<file path="config.mk">
export PLATFORM = sky130hd
export DESIGN_NAME = ewc_window_cmp
export DESIGN_NICKNAME = d
export VERILOG_FILES = /design/src/inc/ewc_pkg.sv /design/src/ewc_quad_dec.sv /design/src/ewc_window_cmp.sv
export SDC_FILE = /design/constraint.sdc
export NUM_CORES = 1
export LEC_CHECK = 0
export ABC_AREA = 0
export BUFFER_PORTS_ARGS = -buffer_cell sky130_fd_sc_hd__buf_2
export CORE_AREA = 8 8 122 236
export DETAILED_ROUTE_END_ITERATION = 6
export DIE_AREA = 0 0 130 244
export GPL_TIMING_DRIVEN = 1
export HOLD_SLACK_MARGIN = 0.02
export PLACE_DENSITY = 0.8
export SLEW_MARGIN = 10
export SYNTH_ARGS = -nofsm -noshare
export SYNTH_HDL_FRONTEND = slang
export SYNTH_SLANG_ARGS = --single-unit
</file>
<file path="constraint.sdc">
create_clock -name i_mclk -period 5.1 [get_ports i_mclk]
set_input_delay 1.02 -clock i_mclk [delete_from_list [all_inputs] [get_ports i_mclk]]
set_output_delay 1.02 -clock i_mclk [all_outputs]
set_load 0.02 [all_outputs]
</file>
<file path="src/inc/ewc_pkg.sv">
// Shared constants and types for the encoder window comparator
package ewc_pkg;
   localparam int EWC_NUM_WIN = 2;
   localparam int EWC_NUM_AXES = 4;
   localparam int EWC_CW = 32;
   localparam int EWC_AXW = 2;
   localparam int EWC_TRIG_W = 4;
   localparam int EWC_TRIG_MODE_LSB = 0;
   localparam int EWC_TRIG_MODE_MSB = 1;
   localparam int EWC_TRIG_ARM_BIT = 2;
   localparam logic [EWC_AXW-1:0] EWC_AXIS_RST = 2'h0;
   localparam logic [EWC_CW-1:0] EWC_CNT_RST = 32'h0000_0000;
   localparam logic [EWC_CW-1:0] EWC_LOW_RST = 32'h0000_0000;
   localparam logic [EWC_CW-1:0] EWC_HIGH_RST = 32'h0000_0000;

   typedef enum logic [1:0] {
      EWC_TRIG_NONE  = 2'b00,
      EWC_TRIG_FIRST = 2'b01,
      EWC_TRIG_EVERY = 2'b10,
      EWC_TRIG_RSVD  = 2'b11
   } ewc_trig_t;

   typedef enum logic {
      EWC_GATE_RETAIN = 1'b0,
      EWC_GATE_INCR   = 1'b1
   } ewc_gate_t;
endpackage

</file>
<file path="src/ewc_quad_dec.sv">
// Quadrature decoder with full and half resolution counting
`timescale 1ns/10ps
module ewc_quad_dec
   import ewc_pkg::*;
(
   // Clock and reset
   input wire logic i_mclk,
   input wire logic i_rst_b,
   // Encoder phases
   input wire logic i_enc_a,
   input wire logic i_enc_b,
   // Control
   input wire logic i_half_resolution_decode,
   input wire logic i_resync,
   // Count events
   output logic o_step_up,
   output logic o_step_dn
);
   logic a_prev_ff, b_prev_ff, valid_ff;
   logic nxt_a_prev, nxt_b_prev, nxt_valid;
   logic a_chg, b_chg, step;

   always_comb begin
      nxt_a_prev = i_enc_a;
      nxt_b_prev = i_enc_b;
      nxt_valid = ~i_resync;
      a_chg = i_enc_a ^ a_prev_ff;
      b_chg = i_enc_b ^ b_prev_ff;
      // Two-edge decode counts only phase A edges
      if (i_half_resolution_decode) begin
         step = valid_ff & a_chg & ~b_chg;
      end else begin
         step = valid_ff & (a_chg ^ b_chg);
      end
      o_step_up = step & (i_enc_a ^ b_prev_ff);
      o_step_dn = step & ~(i_enc_a ^ b_prev_ff);
   end

   always_ff @(posedge i_mclk or negedge i_rst_b) begin
      if (!i_rst_b) begin
         a_prev_ff <= 1'b0;
         b_prev_ff <= 1'b0;
         valid_ff <= 1'b0;
      end else begin
         a_prev_ff <= nxt_a_prev;
         b_prev_ff <= nxt_b_prev;
         valid_ff <= nxt_valid;
      end
   end
endmodule

</file>
<file path="src/ewc_window_cmp.sv">
// Two window comparators gating the position synchronised firing output
//
// Overview of operation
// - Two independent window units, each tracking its own selected axis encoder.
// - Each unit holds a loadable 32-bit up/down counter and low/high limits.
// - Counter and limits compare as signed two's-complement values.
// - Inside only when counter is strictly above low and strictly below high.
// - An enabled unit outside its window stops firing pulses.
// - Both units together form a two-dimensional gating window.
// - Both units disabled after reset; each enabled or disabled on its own.
// - Configuring a unit loads its counter with the supplied signed value.
// - Half-resolution option counts two edges per cycle and halves the load value.
// - Position retaining mode keeps the fire counter tracking while outside.
// - Incremental mode holds the fire counter reset while outside the window.
// - Gating mode persists until changed or reset; retaining mode after reset.
// - With marker triggering active, the marker forces the counter to zero.
// - Trigger 00 ignore, 01 hold until first edge, 10 every edge, 11 reserved.
// - First-edge mode releases only after the marker latch has been armed.
// - Trigger weight 4 arms the marker latch; clear leaves it untouched.
`timescale 1ns/10ps
module ewc_window_cmp
   import ewc_pkg::*;
#(
   parameter int NUM_AXES = EWC_NUM_AXES,
   parameter int CNT_W = EWC_CW
)
(
   // Clock and reset
   input wire logic i_mclk,
   input wire logic i_rst_b,
   // Axis encoders
   input wire logic [NUM_AXES-1:0] i_enc_a,
   input wire logic [NUM_AXES-1:0] i_enc_b,
   input wire logic [NUM_AXES-1:0] i_enc_marker,
   // Window configuration, one strobe per unit
   input wire logic [EWC_NUM_WIN-1:0] i_cfg_wr,
   input wire logic [EWC_AXW-1:0] i_cfg_axis [EWC_NUM_WIN],
   input wire logic signed [CNT_W-1:0] i_cfg_load [EWC_NUM_WIN],
   input wire logic signed [CNT_W-1:0] i_cfg_low [EWC_NUM_WIN],
   input wire logic signed [CNT_W-1:0] i_cfg_high [EWC_NUM_WIN],
   input wire logic [EWC_NUM_WIN-1:0] i_cfg_enable,
   input wire logic [EWC_NUM_WIN-1:0] i_cfg_half_resolution_decode,
   input wire logic [EWC_TRIG_W-1:0] i_cfg_trigger [EWC_NUM_WIN],
   // Gating mode select strobes
   input wire logic i_sel_position_retaining_gating,
   input wire logic i_sel_incremental_gating,
   // Window status
   output logic signed [CNT_W-1:0] o_win_count [EWC_NUM_WIN],
   output logic [EWC_NUM_WIN-1:0] o_win_inside,
   output logic [EWC_NUM_WIN-1:0] o_win_enabled,
   output logic o_incremental_gating,
   // Towards the firing pulse generator
   output logic o_fire_permit,
   output logic o_fire_cnt_hold
);
   if (NUM_AXES < 1 || NUM_AXES > (1 << EWC_AXW)) begin : g_bad_axes
      $error("NUM_AXES must lie between 1 and 4");
   end
   if (CNT_W < 2) begin : g_bad_width
      $error("CNT_W must be at least 2");
   end

   // Picks the selected axis line, unused selections read low
   function automatic logic pick_axis(input logic [NUM_AXES-1:0] v,
                                      input logic [EWC_AXW-1:0] s);
      pick_axis = 1'b0;
      for (int i = 0; i < NUM_AXES; i++) begin
         if (s == i[EWC_AXW-1:0]) begin
            pick_axis = v[i];
         end
      end
   endfunction

   logic signed [CNT_W-1:0] cnt_ff [EWC_NUM_WIN];
   logic signed [CNT_W-1:0] nxt_cnt [EWC_NUM_WIN];
   logic signed [CNT_W-1:0] low_ff [EWC_NUM_WIN];
   logic signed [CNT_W-1:0] nxt_low [EWC_NUM_WIN];
   logic signed [CNT_W-1:0] high_ff [EWC_NUM_WIN];
   logic signed [CNT_W-1:0] nxt_high [EWC_NUM_WIN];
   logic signed [CNT_W-1:0] load_eff [EWC_NUM_WIN];
   logic [EWC_AXW-1:0] axis_ff [EWC_NUM_WIN];
   logic [EWC_AXW-1:0] nxt_axis [EWC_NUM_WIN];
   ewc_trig_t trig_ff [EWC_NUM_WIN];
   ewc_trig_t nxt_trig [EWC_NUM_WIN];
   logic [EWC_NUM_WIN-1:0] en_ff, nxt_en;
   logic [EWC_NUM_WIN-1:0] half_ff, nxt_half;
   logic [EWC_NUM_WIN-1:0] armed_ff, nxt_armed;
   logic [EWC_NUM_WIN-1:0] released_ff, nxt_released;
   logic [EWC_NUM_WIN-1:0] mark_prev_ff, nxt_mark_prev;
   logic [EWC_NUM_WIN-1:0] inside_ff, nxt_inside;
   logic [EWC_NUM_WIN-1:0] enc_a_sel, enc_b_sel, mark_sel, mark_edge;
   logic [EWC_NUM_WIN-1:0] step_up, step_dn, win_ok, held;
   ewc_gate_t gate_ff, nxt_gate;
   logic permit_ff, nxt_permit;
   logic hold_ff, nxt_hold;

   // One decoder per unit on its selected axis
   for (genvar w = 0; w < EWC_NUM_WIN; w++) begin : g_dec
      assign enc_a_sel[w] = pick_axis(i_enc_a, axis_ff[w]);
      assign enc_b_sel[w] = pick_axis(i_enc_b, axis_ff[w]);
      assign mark_sel[w] = pick_axis(i_enc_marker, axis_ff[w]);
      ewc_quad_dec u_dec (
         .i_mclk(i_mclk),
         .i_rst_b(i_rst_b),
         .i_enc_a(enc_a_sel[w]),
         .i_enc_b(enc_b_sel[w]),
         .i_half_resolution_decode(half_ff[w]),
         .i_resync(i_cfg_wr[w]),
         .o_step_up(step_up[w]),
         .o_step_dn(step_dn[w])
      );
   end

   // Window unit next state
   always_comb begin
      for (int w = 0; w < EWC_NUM_WIN; w++) begin
         nxt_cnt[w] = cnt_ff[w];
         nxt_low[w] = low_ff[w];
         nxt_high[w] = high_ff[w];
         nxt_axis[w] = axis_ff[w];
         nxt_trig[w] = trig_ff[w];
         nxt_en[w] = en_ff[w];
         nxt_half[w] = half_ff[w];
         nxt_armed[w] = armed_ff[w];
         nxt_released[w] = released_ff[w];
         nxt_mark_prev[w] = mark_sel[w];
         mark_edge[w] = mark_sel[w] & ~mark_prev_ff[w];
         held[w] = (trig_ff[w] == EWC_TRIG_FIRST) && !released_ff[w];
         if (i_cfg_half_resolution_decode[w]) begin
            load_eff[w] = i_cfg_load[w] >>> 1;
         end else begin
            load_eff[w] = i_cfg_load[w];
         end
         if (i_cfg_wr[w]) begin
            nxt_axis[w] = i_cfg_axis[w];
            nxt_cnt[w] = load_eff[w];
            nxt_low[w] = i_cfg_low[w];
            nxt_high[w] = i_cfg_high[w];
            nxt_en[w] = i_cfg_enable[w];
            nxt_half[w] = i_cfg_half_resolution_decode[w];
            nxt_trig[w] = ewc_trig_t'(i_cfg_trigger[w][EWC_TRIG_MODE_MSB:EWC_TRIG_MODE_LSB]);
            nxt_released[w] = 1'b0;
            if (i_cfg_trigger[w][EWC_TRIG_ARM_BIT]) begin
               nxt_armed[w] = 1'b1;
            end
         end else if (held[w] && mark_edge[w] && armed_ff[w]) begin
            nxt_released[w] = 1'b1;
            nxt_armed[w] = 1'b0;
            nxt_cnt[w] = EWC_CNT_RST;
         end else if (held[w]) begin
            nxt_cnt[w] = EWC_CNT_RST;
         end else if ((trig_ff[w] == EWC_TRIG_EVERY) && mark_edge[w]) begin
            nxt_cnt[w] = EWC_CNT_RST;
         end else if (step_up[w]) begin
            nxt_cnt[w] = CNT_W'(cnt_ff[w] + 1);
         end else if (step_dn[w]) begin
            nxt_cnt[w] = CNT_W'(cnt_ff[w] - 1);
         end
         nxt_inside[w] = (nxt_cnt[w] > nxt_low[w]) && (nxt_cnt[w] < nxt_high[w]);
         win_ok[w] = !en_ff[w] || (inside_ff[w] && !held[w]);
      end
   end

   always_ff @(posedge i_mclk or negedge i_rst_b) begin
      if (!i_rst_b) begin
         for (int w = 0; w < EWC_NUM_WIN; w++) begin
            cnt_ff[w] <= EWC_CNT_RST;
            low_ff[w] <= EWC_LOW_RST;
            high_ff[w] <= EWC_HIGH_RST;
            axis_ff[w] <= EWC_AXIS_RST;
            trig_ff[w] <= EWC_TRIG_NONE;
         end
         en_ff <= '0;
         half_ff <= '0;
         armed_ff <= '0;
         released_ff <= '0;
         mark_prev_ff <= '0;
         inside_ff <= '0;
      end else begin
         for (int w = 0; w < EWC_NUM_WIN; w++) begin
            cnt_ff[w] <= nxt_cnt[w];
            low_ff[w] <= nxt_low[w];
            high_ff[w] <= nxt_high[w];
            axis_ff[w] <= nxt_axis[w];
            trig_ff[w] <= nxt_trig[w];
         end
         en_ff <= nxt_en;
         half_ff <= nxt_half;
         armed_ff <= nxt_armed;
         released_ff <= nxt_released;
         mark_prev_ff <= nxt_mark_prev;
         inside_ff <= nxt_inside;
      end
   end

   // Gating mode and firing output next state
   always_comb begin
      nxt_gate = gate_ff;
      if (i_sel_position_retaining_gating) begin
         nxt_gate = EWC_GATE_RETAIN;
      end else if (i_sel_incremental_gating) begin
         nxt_gate = EWC_GATE_INCR;
      end
      nxt_permit = &win_ok;
      nxt_hold = (gate_ff == EWC_GATE_INCR) && !(&win_ok);
   end

   always_ff @(posedge i_mclk or negedge i_rst_b) begin
      if (!i_rst_b) begin
         gate_ff <= EWC_GATE_RETAIN;
         permit_ff <= 1'b1;
         hold_ff <= 1'b0;
      end else begin
         gate_ff <= nxt_gate;
         permit_ff <= nxt_permit;
         hold_ff <= nxt_hold;
      end
   end

   assign o_win_count = cnt_ff;
   assign o_win_inside = inside_ff;
   assign o_win_enabled = en_ff;
   assign o_incremental_gating = (gate_ff == EWC_GATE_INCR);
   assign o_fire_permit = permit_ff;
   assign o_fire_cnt_hold = hold_ff;

   for (genvar w = 0; w < EWC_NUM_WIN; w++) begin : g_chk

   end
endmodule

</file>
==> out/qor.yml <==
floorplanning:
  die_h_um: 244
  boundaryPins: 297
  initial_core_util_pct: 54.88
  total_die_area_mm2: 0.03172
  die_width_um: 130
  placement_rows: 83
  placeableCoreArea_mm2: 0.02565
sta:
  max_clock_freq_ghz: 0.1984
  rsz_0062_raised_after_global_routing: "yes"
  final_critical_path_setup_slack_ps: 58.66
  timing.slew.headroom_pct: 34.18
  final.min_clock_period_ps: 5041
  maxSlewViolCount: 0
  setup_viol: 0
  fin_hold_viols: 0
  post-route-period-util_pct: 98.85
  timing.clock.skew_ps: 19.43
  tightest_slew_ps: 987.3
  final.hold.worst_slack_ps: 486.7
setup_path:
  critical_path_arrival_ps: 5430
  cp.required_ps: 5490
  max_stage_delay_ps: 580
  regToRegStartpoint: "axis_ff[2]"
  critical-path-slowest-cell: "sky130_fd_sc_hd__or4_4"
  crit_path_from: "i_enc_a[3]"
  worst_setup_path_end_kind: "register"
  timing_worst_setup_path_type: "in -> reg"
  critical_path.cell_chain: "buf_6 > mux4_2 > o21a_1 > or4_4 > a211oi_1 > buf_4 > nand4_1 > a21boi_0 > xor2_1 > o22ai_2 > ha_1 > a21o_1 > a221o_1 > a221oi_4 > o22ai_2 > nor4_2 > mux2i_1 > nor3_2"
  path_delay_family: "compound AO/OA/AOI/OAI gates"
  crit_path_max_fanout: 7
  critical_path_buffers_and_inverters: 2
  worst-r2r-setup-slack_ps: 130
  timing.critical_path.mode_cell: "sky130_fd_sc_hd__o22ai_2"
  startpoint_type_of_the_worst_setup_path: "input port"
status:
  status: "finished clean"
synth:
  post-synth-top-area-fraction_pct: 39.11
  yosys.area.top_type: "sky130_fd_sc_hd__dfrtp_1"
  ys_ff_latch: 221
  most_common_flop_cell_mapped_by_yosys: "sky130_fd_sc_hd__dfrtp_1"
  yosysWarningCount: 0
  synth_enable_flop_cells: 0
  synth.area.top_cells: "sky130_fd_sc_hd__dfrtp_1 (39%), sky130_fd_sc_hd__mux2i_1 (14%), sky130_fd_sc_hd__ha_1 (12%)"
  synth_cell_types: 76
  asyncSetResetFlopFracSynth_pct: 100.0
  syn_avg_cell_area_um2: 10.28
  post_synth_inst_count: 1370
  mappedNetlistArea_mm2: 0.01408
  synthesis.nets: 1726
  ys_seq_area_share_pct: 39.29
global_route:
  met2_usage_pct: 55.10
  grt_first_pass_wirelength_um: 71620
  grt_overflow_total: 0
  track_usage_pct: 29.53
  global_route.usage.met3_pct: 6.191
  grt_antenna_before_repair: 5
  most_utilized_layer_in_the_global_route_result: "met2"
  grt_max_degree: 121
  grtUsageMet1_pct: 26.94
  grt_pass1_vias: 13630
power:
  pwr_density_cell_mw_per_mm2: 310.4
  leakage_nw: 9.300
  total_design_power_w: 0.005585
  ir_drop_v: 0.0003242
clock_network:
  cts.clk_slew.worst_paths_ps: 60
  cts_inserted_buffers: 23
  clock_latency_ps: 530
  cts_tree: "yes"
  max_h_tree_level: 1
  cts.root.buffer_cell: "sky130_fd_sc_hd__clkbuf_16"
  post_cts_hold_buffer_count: 0
  cts.path.max_buffers: 3
  clock_sink_count: 221
final_layout:
  final_cell_mix: "sky130_fd_sc_hd__buf_2 (287), sky130_fd_sc_hd__dfrtp_1 (220), sky130_fd_sc_hd__mux2i_1 (190)"
  final.fill_count: 1967
  drive_gt1_share_pct: 31.16
  finish.cell_count_without_fillers: 2148
  fin_nets: 2148
  flow.area_growth_from_synthesis_pct: 27.80
  layout_commonest_cell: "sky130_fd_sc_hd__buf_2"
  final_cell_area_excluding_filler_cells_mm2: 0.01799
drt:
  routed_wire_length_um: 47410
  remaining_drc_errors: 0
  post_drt_wl_per_cell_um: 22.07
  post_detailed_route_count_of_antenna_violating_nets: 0
  vias_per_cell: 5.832
  drt-initial-drc-count: 757
  firstDrtPassIters: 5
  total_number_of_vias: 12530
hold_path:
  hold_class: "reg -> reg"
  timing.hold.worst.start: "high_ff[39]"
place:
  dp_hpwl_um: 38140
  gp_congestion: 0.9834
  pre_cts_slack_ps: -759.5
  place_inst: 2100
  number_of_port_buffers: 294
  dpl-instance-area_mm2: 0.01692
run:
  drv.max_cap_violation_count: 0
## what timing repair did
item,in CTS,in global routing
setup endpoints to repair,1,2
setup buffers,0,7
cloned,0,0
pin swaps,0,19
resized for setup,2,43
## registers in the layout (all words and copies together), names as in the netlist, 4 cells and up
signal       flops
axis_ff          4
high_ff         64
trig_ff          4
o_win_count     64
low_ff          64
## report_power, final
group / total, W / switching, W / internal [W]
combinational: 0.00172 / 0.000965 / 0.000756
clock: 0.00175 / 0.000706 / 0.00104
sequential: 0.00212 / 0.000170 / 0.00195
## kinds of logic (layout without fill, tap and decap cells)
kind of cell	Yosys count	count (layout)	synth area share, %
buf+inv	200	637	5.404
other cells	0	1	0
fa+ha+maj	130	130	11.55
compound gates	263	263	13.12
flops	221	221	39.29
xor+xnor	70	70	4.355
mux	213	213	15.86
simple gates	273	273	10.42
## cell usage after synthesis, types with 6 or more instances
cell type / count
sky130_fd_sc_hd__a22oi_1: 6
sky130_fd_sc_hd__or2_2: 8
sky130_fd_sc_hd__clkbuf_1: 39
sky130_fd_sc_hd__and3_1: 13
sky130_fd_sc_hd__nand3_1: 40
sky130_fd_sc_hd__or4_1: 7
sky130_fd_sc_hd__a21o_1: 38
sky130_fd_sc_hd__a21oi_1: 38
sky130_fd_sc_hd__buf_1: 10
sky130_fd_sc_hd__o31ai_1: 9
sky130_fd_sc_hd__ha_1: 130
sky130_fd_sc_hd__xor2_1: 21
sky130_fd_sc_hd__inv_1: 147
sky130_fd_sc_hd__a211oi_1: 13
sky130_fd_sc_hd__o211ai_1: 8
sky130_fd_sc_hd__xnor2_1: 49
sky130_fd_sc_hd__nor3b_1: 8
sky130_fd_sc_hd__mux2_2: 17
sky130_fd_sc_hd__o21ai_0: 25
sky130_fd_sc_hd__nand4_1: 37
sky130_fd_sc_hd__nor2_1: 40
sky130_fd_sc_hd__nor2b_1: 11
sky130_fd_sc_hd__o32ai_1: 9
sky130_fd_sc_hd__dfrtp_1: 220
sky130_fd_sc_hd__or3_1: 12
sky130_fd_sc_hd__o22ai_1: 60
sky130_fd_sc_hd__mux2i_1: 190
sky130_fd_sc_hd__nor4_1: 11
sky130_fd_sc_hd__nor3_1: 17
sky130_fd_sc_hd__nand2_1: 50
## per-stage QoR
step                      utilization (%)  setup TNS, ps
after global placement              65.96          -1096
final                               70.14              0
after detailed placement            65.96          -1264
after floorplan                         -              0
after CTS                           69.05              0
after global routing                70.13         -99.61
## path summary, 6_finish.rpt
check	to	cells after the start
hold reg to reg	high_ff[39]	2
setup / recovery	o_win_inside[0]	18
max in group asynchronous	o_win_count[34]	2
setup reg to reg	o_win_inside[0]	17
min in group asynchronous	low_ff[46]	1
hold / removal	high_ff[39]	2
## final cells by class
cell class,count,area [um^2],share of cell area (%)
diodes,1,2.502,0.01391
clock buffers,32,649.4,3.609
clock inverters,8,123.9,0.6885
inverters,148,555.5,3.088
multi-input cells,949,7995,44.44
flip-flops and latches,221,5532,30.75
well taps,340,425.4,2.365
repair buffers,449,2708,15.05
## worst min-delay path: stages (launching register included)
cell                      delay [ps]
sky130_fd_sc_hd__dfrtp_1         320
sky130_fd_sc_hd__mux2i_1          80
sky130_fd_sc_hd__inv_1            60
## metal layers
metal / share of wire, % / wire (um)
met1: 32 / 15060
met2: 53 / 25230
met3: 6.8 / 3228
met4: 8.1 / 3840
met5: 0.097 / 46
Note: power is estimated with default switching activity, not from simulation.
